$ cat src/rtl/fifo_pkg.sv
package fifo_pkg;
    localparam int WORD_W = 4;
    localparam int STACK_DEPTH = 14;
    localparam int FIFO_WORDS = 16;
    localparam logic [4:0] IN_INIT = 5'h10;
    localparam int FULL_BIT = 0;
    localparam int SER_BITS = 4;
    localparam int LINK_DIV = 4;
endpackage

$ cat src/rtl/fifo_link_if.sv
`timescale 1ns/1ps
interface fifo_link_if;
    logic parallel_load;
    logic serial_in_clock_n;
    logic serial_in_enable_n;
    logic transfer_to_stack_n;
    logic transfer_out_parallel;
    logic transfer_out_serial_n;
    logic serial_out_enable_n;
    logic master_reset_n;
    logic serial_out_clock_n;
    logic output_enable_n;
    logic serial_data_in;
    logic [3:0] parallel_data_in;
    logic input_full_n;
    logic output_empty_n;
    logic [3:0] parallel_data_out;
    logic [3:0] parallel_data_out_oe_n;
    logic serial_data_out;
    logic serial_data_out_oe_n;
    modport device (
        input parallel_load, serial_in_clock_n, serial_in_enable_n, transfer_to_stack_n,
        input transfer_out_parallel, transfer_out_serial_n, serial_out_enable_n, master_reset_n,
        input serial_out_clock_n, output_enable_n, serial_data_in, parallel_data_in,
        output input_full_n, output_empty_n, parallel_data_out, parallel_data_out_oe_n,
        output serial_data_out, serial_data_out_oe_n
    );
    modport controller (
        output parallel_load, serial_in_clock_n, serial_in_enable_n, transfer_to_stack_n,
        output transfer_out_parallel, transfer_out_serial_n, serial_out_enable_n, master_reset_n,
        output serial_out_clock_n, output_enable_n, serial_data_in, parallel_data_in,
        input input_full_n, output_empty_n, parallel_data_out, parallel_data_out_oe_n,
        input serial_data_out, serial_data_out_oe_n
    );
endinterface

$ cat src/rtl/pin_sync.sv
`timescale 1ns/1ps
module pin_sync #(
    parameter int WIDTH = 1,
    parameter logic [WIDTH-1:0] RESET_VAL = '0
) (
    input wire logic i_core_clk,
    input wire logic i_rst_n,
    input wire logic [WIDTH-1:0] i_async,
    output logic [WIDTH-1:0] o_sync
);
    logic [WIDTH-1:0] meta_reg;
    always_ff @(posedge i_core_clk or negedge i_rst_n) begin
        if (!i_rst_n) begin
            meta_reg <= RESET_VAL;
            o_sync <= RESET_VAL;
        end else begin
            meta_reg <= i_async;
            o_sync <= meta_reg;
        end
    end
endmodule

$ cat src/rtl/fifo_device.sv
// Chosen here: the plain strobed port and the placing of the registers.
`timescale 1ns/1ps
module fifo_device (
    input wire logic i_core_clk,
    input wire logic i_rst_n,
    fifo_link_if.device link
);
    import fifo_pkg::*;

    // ----------------------------------------------------------------
    // pin synchronisers
    // ----------------------------------------------------------------
    localparam int NS = 11 + WORD_W;
    localparam logic [NS-1:0] SYNC_IDLE = {3'h0, 1'b1, 1'b0, 1'b0, 1'b0, 1'b0, 1'b0, 1'b1, 1'b0,
        {WORD_W{1'b0}}};
    logic [NS-1:0] raw_in;
    logic [NS-1:0] syn;
    assign raw_in = {link.parallel_load, link.serial_in_clock_n, link.serial_in_enable_n,
        link.transfer_to_stack_n, link.transfer_out_parallel, link.transfer_out_serial_n,
        link.serial_out_enable_n, link.master_reset_n, link.serial_out_clock_n,
        link.output_enable_n, link.serial_data_in, link.parallel_data_in};
    // reset values match the idle pin levels, soc_n and oe_n included; no false soc_n falling edge follows reset
    pin_sync #(.WIDTH(NS), .RESET_VAL(SYNC_IDLE)) u_sync (
        .i_core_clk(i_core_clk),
        .i_rst_n(i_rst_n),
        .i_async(raw_in),
        .o_sync(syn)
    );
    wire pl = syn[NS-1];
    wire sic_n = syn[NS-2];
    wire sie_n = syn[NS-3];
    wire tts_n = syn[NS-4];
    wire top = syn[NS-5];
    wire tos_n = syn[NS-6];
    wire mr_n = syn[NS-8];
    wire soc_n = syn[NS-9];
    wire oe_n = syn[NS-10];
    wire sdi = syn[NS-11];
    wire [WORD_W-1:0] pdi = syn[WORD_W-1:0];

    // ----------------------------------------------------------------
    // falling edge detect on the link clocks
    // ----------------------------------------------------------------
    function automatic logic fell(input logic prev, input logic cur);
        return prev & ~cur;
    endfunction

    logic sic_d_reg;
    logic soc_d_reg;
    wire sic_fall = fell(sic_d_reg, sic_n);
    wire soc_fall = fell(soc_d_reg, soc_n);

    // ----------------------------------------------------------------
    // input register and master latch
    // ----------------------------------------------------------------
    logic [4:0] in_reg;
    logic req_init_reg;
    logic master_reg;
    logic [WORD_W-1:0] stack_mem [STACK_DEPTH];
    logic [STACK_DEPTH-1:0] valid_reg;
    wire in_full = in_reg[FULL_BIT];
    wire take_word = in_full & ~tts_n & ~valid_reg[0] & ~req_init_reg;
    wire do_init = req_init_reg & ~pl & master_reg;

    always_ff @(posedge i_core_clk or negedge i_rst_n) begin
        if (!i_rst_n) begin
            master_reg <= 1'b0;
            sic_d_reg <= 1'b0;
            soc_d_reg <= 1'b0;
        end else begin
            sic_d_reg <= sic_n;
            soc_d_reg <= soc_n;
            if (!mr_n && !sie_n) begin
                master_reg <= 1'b1;
            end
        end
    end

    // ----------------------------------------------------------------
    // input register
    // ----------------------------------------------------------------
    always_ff @(posedge i_core_clk or negedge i_rst_n) begin
        if (!i_rst_n) begin
            in_reg <= IN_INIT;
            req_init_reg <= 1'b0;
        end else if (!mr_n || do_init) begin
            in_reg <= IN_INIT;
            req_init_reg <= 1'b0;
        end else begin
            if (take_word) begin
                req_init_reg <= 1'b1;
            end
            if (pl) begin
                in_reg <= {pdi[3], pdi[2], pdi[1], pdi[0], 1'b1};
            end else if (sic_fall && !sie_n && !in_full) begin
                in_reg <= {sdi, in_reg[4:1]};
            end
        end
    end

    // ----------------------------------------------------------------
    // fall-through stack
    // ----------------------------------------------------------------
    logic [3:0] out_reg;
    logic out_full_reg;
    logic out_taken_reg;
    logic [2:0] sh_cnt_reg;
    logic ser_mode_reg;
    wire bottom = valid_reg[STACK_DEPTH-1];
    wire load_out = bottom & top & ~out_taken_reg & ~out_full_reg & master_reg;

    wire [STACK_DEPTH-1:0] move_in;
    wire [STACK_DEPTH-1:0] move_out;
    assign move_in[0] = take_word;
    assign move_out[STACK_DEPTH-1] = load_out;

    // a word drops only while the location below is free
    generate
        for (genvar g = 0; g < STACK_DEPTH; g++) begin : g_loc
            if (g > 0) begin : g_fall
                assign move_in[g] = valid_reg[g-1] & ~valid_reg[g];
                assign move_out[g-1] = move_in[g];
            end
            always_ff @(posedge i_core_clk or negedge i_rst_n) begin
                if (!i_rst_n) begin
                    valid_reg[g] <= 1'b0;
                end else if (!mr_n) begin
                    valid_reg[g] <= 1'b0;
                end else if (move_in[g]) begin
                    valid_reg[g] <= 1'b1;
                end else if (move_out[g]) begin
                    valid_reg[g] <= 1'b0;
                end
            end
        end
    endgenerate

    // ----------------------------------------------------------------
    // stack data
    // ----------------------------------------------------------------
    always_ff @(posedge i_core_clk) begin
        if (move_in[0]) begin
            stack_mem[0] <= in_reg[4:1];
        end
        for (int i = 1; i < STACK_DEPTH; i++) begin
            if (move_in[i]) begin
                stack_mem[i] <= stack_mem[i-1];
            end
        end
    end

    // ----------------------------------------------------------------
    // output register
    // ----------------------------------------------------------------
    always_ff @(posedge i_core_clk or negedge i_rst_n) begin
        if (!i_rst_n) begin
            out_reg <= 4'h0;
            out_full_reg <= 1'b0;
            out_taken_reg <= 1'b0;
            sh_cnt_reg <= 3'h0;
            ser_mode_reg <= 1'b0;
        end else if (!mr_n) begin
            out_full_reg <= 1'b0;
            out_taken_reg <= 1'b0;
            sh_cnt_reg <= 3'h0;
            ser_mode_reg <= 1'b0;
        end else begin
            // level acting transfer out; the taken flag blocks a second load
            if (!top) begin
                out_taken_reg <= 1'b0;
                out_full_reg <= 1'b0;
            end
            if (load_out) begin
                out_reg <= stack_mem[STACK_DEPTH-1];
                out_full_reg <= 1'b1;
                out_taken_reg <= 1'b1;
                ser_mode_reg <= ~tos_n;
                sh_cnt_reg <= 3'h0;
            end else if (ser_mode_reg && out_full_reg && soc_fall) begin
                out_reg <= {1'b0, out_reg[3:1]};
                sh_cnt_reg <= sh_cnt_reg + 3'h1;
                if (sh_cnt_reg == 3'(SER_BITS - 1)) begin
                    out_full_reg <= 1'b0;
                    ser_mode_reg <= 1'b0;
                end
            end
        end
    end

    // ----------------------------------------------------------------
    // outputs
    // ----------------------------------------------------------------
    always_ff @(posedge i_core_clk or negedge i_rst_n) begin
        if (!i_rst_n) begin
            link.input_full_n <= 1'b1;
            link.output_empty_n <= 1'b0;
            link.parallel_data_out <= 4'h0;
            link.parallel_data_out_oe_n <= 4'hf;
            link.serial_data_out <= 1'b0;
            link.serial_data_out_oe_n <= 1'b1;
        end else begin
            link.input_full_n <= ~in_full;
            link.output_empty_n <= out_full_reg;
            link.parallel_data_out <= out_reg;
            link.parallel_data_out_oe_n <= {WORD_W{oe_n}};
            link.serial_data_out <= out_reg[0];
            link.serial_data_out_oe_n <= ~(ser_mode_reg & out_full_reg);
        end
    end
endmodule

$ cat src/flat_wrapper.sv
// flat-port wrapper written by rule: the top's interface ports become plain ports
module fifo_device_flat import fifo_pkg::*;
  (i_core_clk, i_rst_n, link_parallel_load, link_serial_in_clock_n, link_serial_in_enable_n, link_transfer_to_stack_n, link_transfer_out_parallel, link_transfer_out_serial_n, link_serial_out_enable_n, link_master_reset_n, link_serial_out_clock_n, link_output_enable_n, link_serial_data_in, link_parallel_data_in, link_input_full_n, link_output_empty_n, link_parallel_data_out, link_parallel_data_out_oe_n, link_serial_data_out, link_serial_data_out_oe_n);
  fifo_link_if link_i ();
  input wire logic i_core_clk;
  input wire logic i_rst_n;
  input wire logic [$bits(link_i.parallel_load)-1:0] link_parallel_load;
  input wire logic [$bits(link_i.serial_in_clock_n)-1:0] link_serial_in_clock_n;
  input wire logic [$bits(link_i.serial_in_enable_n)-1:0] link_serial_in_enable_n;
  input wire logic [$bits(link_i.transfer_to_stack_n)-1:0] link_transfer_to_stack_n;
  input wire logic [$bits(link_i.transfer_out_parallel)-1:0] link_transfer_out_parallel;
  input wire logic [$bits(link_i.transfer_out_serial_n)-1:0] link_transfer_out_serial_n;
  input wire logic [$bits(link_i.serial_out_enable_n)-1:0] link_serial_out_enable_n;
  input wire logic [$bits(link_i.master_reset_n)-1:0] link_master_reset_n;
  input wire logic [$bits(link_i.serial_out_clock_n)-1:0] link_serial_out_clock_n;
  input wire logic [$bits(link_i.output_enable_n)-1:0] link_output_enable_n;
  input wire logic [$bits(link_i.serial_data_in)-1:0] link_serial_data_in;
  input wire logic [$bits(link_i.parallel_data_in)-1:0] link_parallel_data_in;
  output wire logic [$bits(link_i.input_full_n)-1:0] link_input_full_n;
  output wire logic [$bits(link_i.output_empty_n)-1:0] link_output_empty_n;
  output wire logic [$bits(link_i.parallel_data_out)-1:0] link_parallel_data_out;
  output wire logic [$bits(link_i.parallel_data_out_oe_n)-1:0] link_parallel_data_out_oe_n;
  output wire logic [$bits(link_i.serial_data_out)-1:0] link_serial_data_out;
  output wire logic [$bits(link_i.serial_data_out_oe_n)-1:0] link_serial_data_out_oe_n;
  assign link_i.parallel_load = link_parallel_load;
  assign link_i.serial_in_clock_n = link_serial_in_clock_n;
  assign link_i.serial_in_enable_n = link_serial_in_enable_n;
  assign link_i.transfer_to_stack_n = link_transfer_to_stack_n;
  assign link_i.transfer_out_parallel = link_transfer_out_parallel;
  assign link_i.transfer_out_serial_n = link_transfer_out_serial_n;
  assign link_i.serial_out_enable_n = link_serial_out_enable_n;
  assign link_i.master_reset_n = link_master_reset_n;
  assign link_i.serial_out_clock_n = link_serial_out_clock_n;
  assign link_i.output_enable_n = link_output_enable_n;
  assign link_i.serial_data_in = link_serial_data_in;
  assign link_i.parallel_data_in = link_parallel_data_in;
  assign link_input_full_n = link_i.input_full_n;
  assign link_output_empty_n = link_i.output_empty_n;
  assign link_parallel_data_out = link_i.parallel_data_out;
  assign link_parallel_data_out_oe_n = link_i.parallel_data_out_oe_n;
  assign link_serial_data_out = link_i.serial_data_out;
  assign link_serial_data_out_oe_n = link_i.serial_data_out_oe_n;
  fifo_device u_core (.i_core_clk(i_core_clk), .i_rst_n(i_rst_n), .link(link_i));
endmodule
$ cat config.mk
export PLATFORM = sky130hd
export DESIGN_NAME = fifo_device_flat
export DESIGN_NICKNAME = d
export VERILOG_FILES = /design/src/rtl/fifo_pkg.sv /design/src/rtl/fifo_link_if.sv /design/src/rtl/pin_sync.sv /design/src/rtl/fifo_device.sv /design/src/flat_wrapper.sv
export SDC_FILE = /design/constraint.sdc
export NUM_CORES = 1
export LEC_CHECK = 0
export BUFFER_PORTS_ARGS = -buffer_cell sky130_fd_sc_hd__buf_4
export CORE_ASPECT_RATIO = 1.75
export CORE_UTILIZATION = 45
export DETAILED_ROUTE_END_ITERATION = 10
export GPL_TIMING_DRIVEN = 1
export PLACE_DENSITY = 0.58
export SLEW_MARGIN = 30
export SYNTH_ARGS = -nofsm -noshare
export SYNTH_HDL_FRONTEND = slang
export SYNTH_SLANG_ARGS = --single-unit
export TNS_END_PERCENT = 30
$ cat constraint.sdc
create_clock -name i_core_clk -period 3.45 [get_ports i_core_clk]
set_clock_uncertainty 0.2 [all_clocks]
set_input_delay 0.345 -clock i_core_clk [delete_from_list [all_inputs] [get_ports i_core_clk]]
set_output_delay 0.345 -clock i_core_clk [all_outputs]
set_load 0.005 [all_outputs]
# Word-level counts from Yosys, hierarchy flattened
# Memory sizes are Yosys's and may differ from the RTL's.
# Cells that the tools add are included.
[classes] eq_ne=18 muxes=113 n_bitwise=49 n_addsub=1 reduce_logical=21
[ops] operator="2-to-1 mux 1 bit" count=91
[ops] operator="2-to-1 mux 4 bit" count=16
[ops] operator="!= test 3 x 1 -> 1 bit, second input constant" count=16
[ops] operator="OR reduction 4 bit" count=7
[ops] operator="AND 1 bit" count=25
[ops] operator="NOT 1 bit" count=24
[ops] operator="2-to-1 mux 5 bit" count=3
[ops] operator="2-to-1 mux 3 bit" count=3
[ops] operator="logical AND 1 bit" count=5
[ops] operator="AND reduction 2 bit" count=2
[ops] operator="nonzero test 2 bit" count=2
[ops] operator="adder 3 x 1 -> 3 bit, second input constant" count=1
[ops] operator="== test 3 x 2 -> 1 bit, second input constant" count=1
[ops] operator="zero test 1 bit" count=3
[ops] operator="!= test 3 x 2 -> 1 bit, second input constant" count=1
[ops] operator="nonzero test 3 bit" count=1
[ops] operator="logical OR 1 bit" count=1
[totals] ramBits=56 n_memories=1 reg_bits=72 elab_cells=235 inputBits=17
[memory_table] memory="u_core.stack_mem" words=14 width=4 read_ports=14 rd_clocked_by_memory_dff=0 wr=7 line_no="fifo_device.sv:59" source="logic [WORD_W-1:0] stack_mem [STACK_DEPTH];"

# Depth between registers and ports, before layout
# Gate-level depths: netlist (run 1).
[logic_depth] word_depth=7 ltp_mapped=5 mapped_depth_nobuf=5

# Modules after synthesis
# A second synthesis (run 1) with hierarchy kept.
[hier_totals] hier_cells=240 hier_area_um2=4156.5
[modules_own_cells] module="fifo_device" area_per_inst_um2=3400.8 cells_per_inst=210 n_inst=1 seq_area_each_um2=2712.6
[modules_own_cells] module="pin_sync" area_per_inst_um2=755.7 cells_per_inst=30 n_inst=1 seq_area_each_um2=755.7

# Least setup slack after synthesis (run 1)
# Ideal clock, no wire load.
[synth_timing] kind="register -> register" startpoint="register u_core.in_reg[0]" endpoint="register u_core.in_reg[4]" path_stages_with_launch=4 path_slack_ps=1915 synth_period_minus_slack_ps=1535 path_buffers=0 setup_ps=86 arrival_ps=1249 cell_sequence="dfrtp_1 > nor4b_4 > nor3b_1 > a2111o_1"
[synth_between] elab_chain_len=3
[synth_rtl] element="start, declared" line_no="fifo_device.sv:56" source="logic [4:0] in_reg;"
[synth_rtl] element="start signal, assigned" line_no="fifo_device.sv:94" source="in_reg <= {pdi[3], pdi[2], pdi[1], pdi[0], 1'b1};"
[synth_rtl] element="start signal, assigned" line_no="fifo_device.sv:96" source="in_reg <= {sdi, in_reg[4:1]};"
[synth_rtl] element="zero test 1 bit" line_no="fifo_device.sv:95" source="end else if (sic_fall && !sie_n && !in_full) begin"
[synth_rtl] element="logical AND 1 bit" line_no="fifo_device.sv:95"
[synth_rtl] element="nonzero test 3 bit (no source line)"
# Every way passes these cells.
# A chain may end at the register's enable or synchronous reset.

# Final worst setup path (run 1)
[layout_timing] startpoint="register u_core.out_full_reg" endpoint="register u_core.out_reg[1]"
[layout_between] elab_chain_len=5
[layout_rtl] element="start, declared" line_no="fifo_device.sv:105" source="logic out_full_reg;"
[layout_rtl] element="start signal, assigned" line_no="fifo_device.sv:158" source="out_full_reg <= 1'b0;"
[layout_rtl] element="start signal, assigned" line_no="fifo_device.sv:163" source="out_full_reg <= 1'b0;"
[layout_rtl] element="start signal, assigned" line_no="fifo_device.sv:171" source="out_full_reg <= 1'b0;"
[layout_rtl] element="NOT 1 bit" line_no="fifo_device.sv:110" source="wire load_out = bottom & top & ~out_taken_reg & ~out_full_reg & master_reg;"
[layout_rtl] element="AND 1 bit (2 in series)" line_no="fifo_device.sv:110"
[layout_rtl] element="nonzero test 2 bit (no source line)"
[layout_rtl] element="AND reduction 2 bit (no source line)"
[layout_rtl] element="end signal, assigned" line_no="fifo_device.sv:174" source="out_reg <= stack_mem[STACK_DEPTH-1];"
[layout_rtl] element="end signal, assigned" line_no="fifo_device.sv:180" source="out_reg <= {1'b0, out_reg[3:1]};"
[layout_rtl] element="end, declared" line_no="fifo_device.sv:104" source="logic [3:0] out_reg;"
# Parallel ways exist; a longest one is shown, timed or not.

==> qor.yml, run 1 <==
min_path:
  hp-class: "register to register"
  whs_endpoint: "u_core.u_sync.o_sync[7]$_DFF_PN0_"
  worstHoldStart: "u_core.u_sync.meta_reg[7]$_DFF_PN0_"
  holdPathStages: 0
routing:
  wl_per_cell_um: 14.3
  num_vias: 2020
  drc_errors: 0
  firstDrtPassIters: 4
  drt_iter0_markers: 129
  routed_wl_um: 5990
  antenna_left: 0
  viasPerCell: 4.81
cells_and_area:
  ff_latch_area_um2: 3420
  syn2layout_area_growth_pct: 24.0
  multiInputGateArea_um2: 623
  fill_cells: 706
  fin_cells: 420
  layout_commonest_cell: "dfrtp_1"
  layout_common_cells: "dfrtp_1, edfxtp_1, buf_4"
  final_nets: 309
  antenna_cells: 0
  drive_gt1_frac: 0.215
  fin_area_um2: 5090
  largest_reg_flops: 56
global_routing:
  grt_util_all_layers: 0.152
  top_usage_layer: "met2"
  grt.overflow.total: 0
  antenna_found_initial: 0
  met2_usage: 0.237
  grt_util_met1: 0.171
  grt_max_degree: 70
  grtUsageMet3: 0.0540
  grt_pass1_vias: 2079
  grt_pass1_wl_um: 10100
logic_synthesis:
  yosysWarningCount: 0
  yosysUniqueCellTypes: 33
  syn_area_um2: 4110
  ys.flop_type: "dfrtp_1"
  syn_inst: 238
  synth.area.top_cells: "edfxtp_1, dfrtp_1, dfstp_2"
  yosysTopAreaCell: "edfxtp_1"
  synth_edf_count: 56
  synth_top_cell_area_share: 0.409
  postSynthAreaPerCell_um2: 17.3
  ys_ff_latch: 125
  async_flop_share: 0.552
  syn-num-nets: 257
  yosysSeqAreaShare: 0.832
floorplan:
  fp-row-count: 45
  die_w_um: 74.2
  die_h_um: 128
  die-area_um2: 9530
  io_pins: 29
  initial_core_util: 0.468
  coreArea_um2: 8780
placed_design:
  place_worst_setup_slack_ps: 1710
  hpwl_um: 3830
  dp.cells: 373
  placed_cell_area_um2: 4410
  placement.io_buffers: 27
  place.gp.congestion: 0.683
cts:
  path_clk_slew_ps: 50
  cts_repair_resize_count: 0
  cts_tree: "yes"
  clockBufferDepth: 2
  clock_sinks: 125
  cts-root-buf: "clkbuf_16"
  cts_max_level: 4
  clk_latency_ps: 400
  cts_buffers: 17
power:
  ir_worst_vdd_mv: 0.410
  leakage_nw: 2.06
  pwr_density_cell_nw_per_um2: 637
sta:
  setup_viol_count_final: 0
  tightest_slew_ps: 826
  fin_setup_tns_ps: 0
  rsz0062_at_grt: "no"
  fin_ws_ps: 1690
  maxSlewViolCount: 0
  hold_viol_final: 0
  slew_headroom: 0.449
  post-route-min-period_ps: 1760
  fin_crit_sh: 0.509
  max_freq_mhz: 569
status:
  outcome: "finished, final reports clean"
worst_setup_path:
  end_kind: "register"
  crit_fanout: 11
  arrival_ps: 1880
  reg2reg_depth: 3
  worstSetupStartpoint: "u_core.out_full_reg$_DFF_PN0_"
  cp.required_ps: 3570
  reg2reg_slack_ps: 1690
  reg2reg_from: "u_core.out_full_reg$_DFF_PN0_"
  rr_endpoint: "u_core.out_reg[1]$_DFFE_PN0P_"
  cp-start-kind: "register"
  critPathKind: "register to register"
flow_run:
  drv_cap: 0
## routing by layer
layer  vias to the layer above  routed length, um
met1                      1006               2420
met4                         0                151
li1                        966                  -
met5                         -                  0
met2                        34               3220
met3                        14                198
## through the flow
step | utilization | hold slack, ps | total power (W)
after floorplan | - | -151 | 0.00165
after global placement | 0.502 | 132 | 0.00169
final | 0.580 | 142 | 0.00324
after CTS | 0.580 | 145 | 0.00329
after detailed placement | 0.502 | 135 | 0.00169
after global routing | 0.580 | 147 | 0.00337
## critical path, stage by stage, from the launching register on
cell,delay (ps)
dfrtp_1,440
nand3b_1,430
o22ai_1,430
a2bb2oi_1,180
## worst max path at each step
stage	endpoint	cells past startpoint
after floorplan	u_core.in_reg[4]$_DFFE_PN1P_	3
after global routing	u_core.out_reg[0]$_DFFE_PN0P_	3
after detailed placement	u_core.out_reg[0]$_DFFE_PN0P_	3
final	u_core.out_reg[1]$_DFFE_PN0P_	3
after CTS	u_core.in_reg[3]$_DFFE_PN0P_	3
after global placement	u_core.out_reg[0]$_DFFE_PN0P_	3
## final cells by class
cell class | count | share of cell area
repair buffers | 42 | 0.0693
flip-flops and latches | 125 | 0.671
inverters | 5 | 0.00368
multi-input cells | 99 | 0.122
clock buffers | 22 | 0.0911
well taps | 117 | 0.0287
clock inverters | 10 | 0.0140
## what timing repair did
action / CTS / global route
hold buffers: 15 / 0
setup buffers: 0 / 0
endpoints found under the hold margin: 75 / 0
## synth_stat cells, drive strengths merged, types with 2 or more instances
cell type,count
a211oi,3
a21oi,20
a2bb2oi,3
buf,4
clkbuf,5
dfrtp,61
dfstp,8
edfxtp,56
ha,2
inv,5
mux2i,3
nand2,7
nand2b,3
nand3b,2
nand4b,2
nor2,19
nor2b,13
nor4b,2
o211ai,4
o22ai,3
o32ai,3
## power by group
group          total [W]  internal [W]  switching, W
Sequential       0.00161       0.00159     0.0000174
Clock            0.00157       0.00101      0.000558
Combinational  0.0000729     0.0000357     0.0000372
## kinds of logic after synthesis
group	synth area share
buffers and inverters	0.0164
muxes	0.00731
AOI/OAI and AO/OA	0.0636
adders and majority gates	0.00609
DFF	0.832
and+or+nand+nor	0.0746
Note: power is estimated with default switching activity, not from simulation.
==> run 2: changes to the inputs <==
- clock period: 3.45 -> 1.8 ns (I/O delays scaled with it)
==> run 2 against run 1 <==
Global-route usage rose by 1.1 points. Fmax rose by 12%. Sequential share of layout area fell by 1.3 points. Worst setup slack got worse by 1500 ps.
==> qor.yml, run 2 (synthesized netlist as in run 1, its figures left out) <==
placed_design:
  placed_cell_area_um2: 4480  # +1.6%
  placement.io_buffers: 27  # unchanged
  hpwl_um: 4110  # +7.3%
  place.gp.congestion: 0.700  # +2.5%
routing:
  firstDrtPassIters: 4  # unchanged
  antenna_left: 0  # unchanged
  drt_iter0_markers: 117  # -9.3%
  wl_per_cell_um: 14.6  # +2.2%
  num_vias: 2061  # +2.0%
  routed_wl_um: 6240  # +4.2%
  drc_errors: 0  # unchanged
  viasPerCell: 4.82  # +0.12%
sta:
  max_freq_mhz: 636  # +12%
  post-route-min-period_ps: 1570  # -186 ps
  rsz0062_at_grt: "no"
  hold_viol_final: 0  # unchanged
  fin_setup_tns_ps: 0  # unchanged
  hold_slack_ps: 21.9  # -120 ps
  setup_viol_count_final: 0  # unchanged
  maxSlewViolCount: 0  # unchanged
  tightest_slew_ps: 458  # -369 ps
  slew_headroom: 0.694  # +0.245
  fin_crit_sh: 0.873  # +0.364
cells_and_area:
  largest_reg_flops: 56  # unchanged
  antenna_cells: 0  # unchanged
  final_nets: 317  # +2.6%
  layout_commonest_cell: "dfrtp_1"
  fin_area_um2: 5190  # +1.9%
  layout_common_cells: "dfrtp_1, edfxtp_1, buf_4"
  syn2layout_area_growth_pct: 26.4
  drive_gt1_frac: 0.238  # +0.0234
power:
  ir_worst_vdd_mv: 0.847  # +110%
  pwr_density_cell_nw_per_um2: 1230  # +93%
  leakage_nw: 2.10  # +1.8%
  finalPower_w: 0.00637  # +96%
cts:
  cts-root-buf: "clkbuf_16"
  cts_repair_resize_count: 0  # unchanged
  post-cts-setup-buffers: 0  # unchanged
  cts_max_level: 4  # unchanged
  cts_tree: "yes"
  clock_sinks: 125  # unchanged
  clk_latency_ps: 400  # about the same
  path_clk_slew_ps: 50  # about the same
  cts_buffers: 17  # unchanged
  clockBufferDepth: 2  # unchanged
global_routing:
  grt_pass1_wl_um: 10600  # +5.4%
  grt_pass1_vias: 2238  # +7.6%
  grt_util_all_layers: 0.162  # +0.0106
  grt.overflow.total: 0  # unchanged
  grt_max_degree: 28  # -60%
  antenna_found_initial: 0  # unchanged
floorplan:
  initial_core_util: 0.468  # unchanged
  fp-row-count: 45  # unchanged
  io_pins: 29  # unchanged
  die_h_um: 128  # unchanged
  die-area_um2: 9530  # unchanged
  die_w_um: 74.2  # unchanged
  coreArea_um2: 8780  # unchanged
worst_setup_path:
  arrival_ps: 1680  # -200 ps
  end_kind: "register"
  cp.required_ps: 1910  # -1660 ps
  reg2reg_slack_ps: 230  # -1460 ps
  cp-start-kind: "register"
  critPathKind: "register to register"
  crit_fanout: 5  # -6
min_path:
  hp-class: "input pin to async pin"
flow_run:
  drv_cap: 0  # unchanged
status:
  outcome: "finished, final reports clean"
[run 2: area by class of cell]
type,count,area (um2)
fill,695,3590
multi-input combinational,99,623
tap,117,146
clock buffer,21,472
sequential,125,3420
inverter,5,18.8
clock inverter,11,88.8
timing repair buffer,50,425
[run 2: stage by stage]
stage	util	setup WS [ps]	std cells
after floorplan	-	265	238
after global placement	0.510	277	381
after detailed placement	0.510	220	381
after CTS	0.591	204	428
after global routing	0.591	159	428
final	0.591	229	428
[run 2: routing by layer]
| layer | global-route usage | vias to the layer above | part of all wire | wire length (um) |
|---|---|---|---|---|
| met2 | 0.276 | 43 | 0.56 | 3500 |
| met5 | 0 | - | 0 | 0 |
| li1 | - | 980 | - | - |
| met4 | 0.0699 | 0 | 0.013 | 82 |
| met1 | 0.162 | 1031 | 0.39 | 2420 |
| met3 | 0.0846 | 7 | 0.039 | 241 |
[run 2: repair_timing]
item / 4_1_cts / 5_1_grt
setup endpoints to repair: 0 / 0
hold buffers: 15 / 0
endpoints found under the hold margin: 83 / 0
[run 2: power by group]
| group | internal (W) | switching, W | leakage (nW) |
|---|---|---|---|
| sequential | 0.00304 | 0.0000349 | 1.37 |
| combinational | 0.0000782 | 0.0000725 | 0.463 |
| clock | 0.00200 | 0.00115 | 0.264 |
[run 2: worst max-delay path, stage by stage, from the launching register on]
cell and delay [ps]:
dfrtp_1 430, nor4b_4 320, buf_4 200, mux2i_1 80, a211oi_1 250
[run 2: final timing paths]
check	depth (start not counted)	endpoint	startpoint
worst max-delay path	4	u_core.in_reg[3]$_DFFE_PN0P_	u_core.in_reg[0]$_DFFE_PN0P_
max in group asynchronous	3	u_core.u_sync.o_sync[12]$_DFF_PN0_	i_rst_n
worst min register to register	0	u_core.u_sync.o_sync[9]$_DFF_PN0_	u_core.u_sync.meta_reg[9]$_DFF_PN0_
worst max register to register	4	u_core.in_reg[3]$_DFFE_PN0P_	u_core.in_reg[0]$_DFFE_PN0P_
worst min-delay path	2	u_core.u_sync.meta_reg[3]$_DFF_PN0_	i_rst_n
min in group i_core_clk	0	u_core.u_sync.o_sync[9]$_DFF_PN0_	u_core.u_sync.meta_reg[9]$_DFF_PN0_
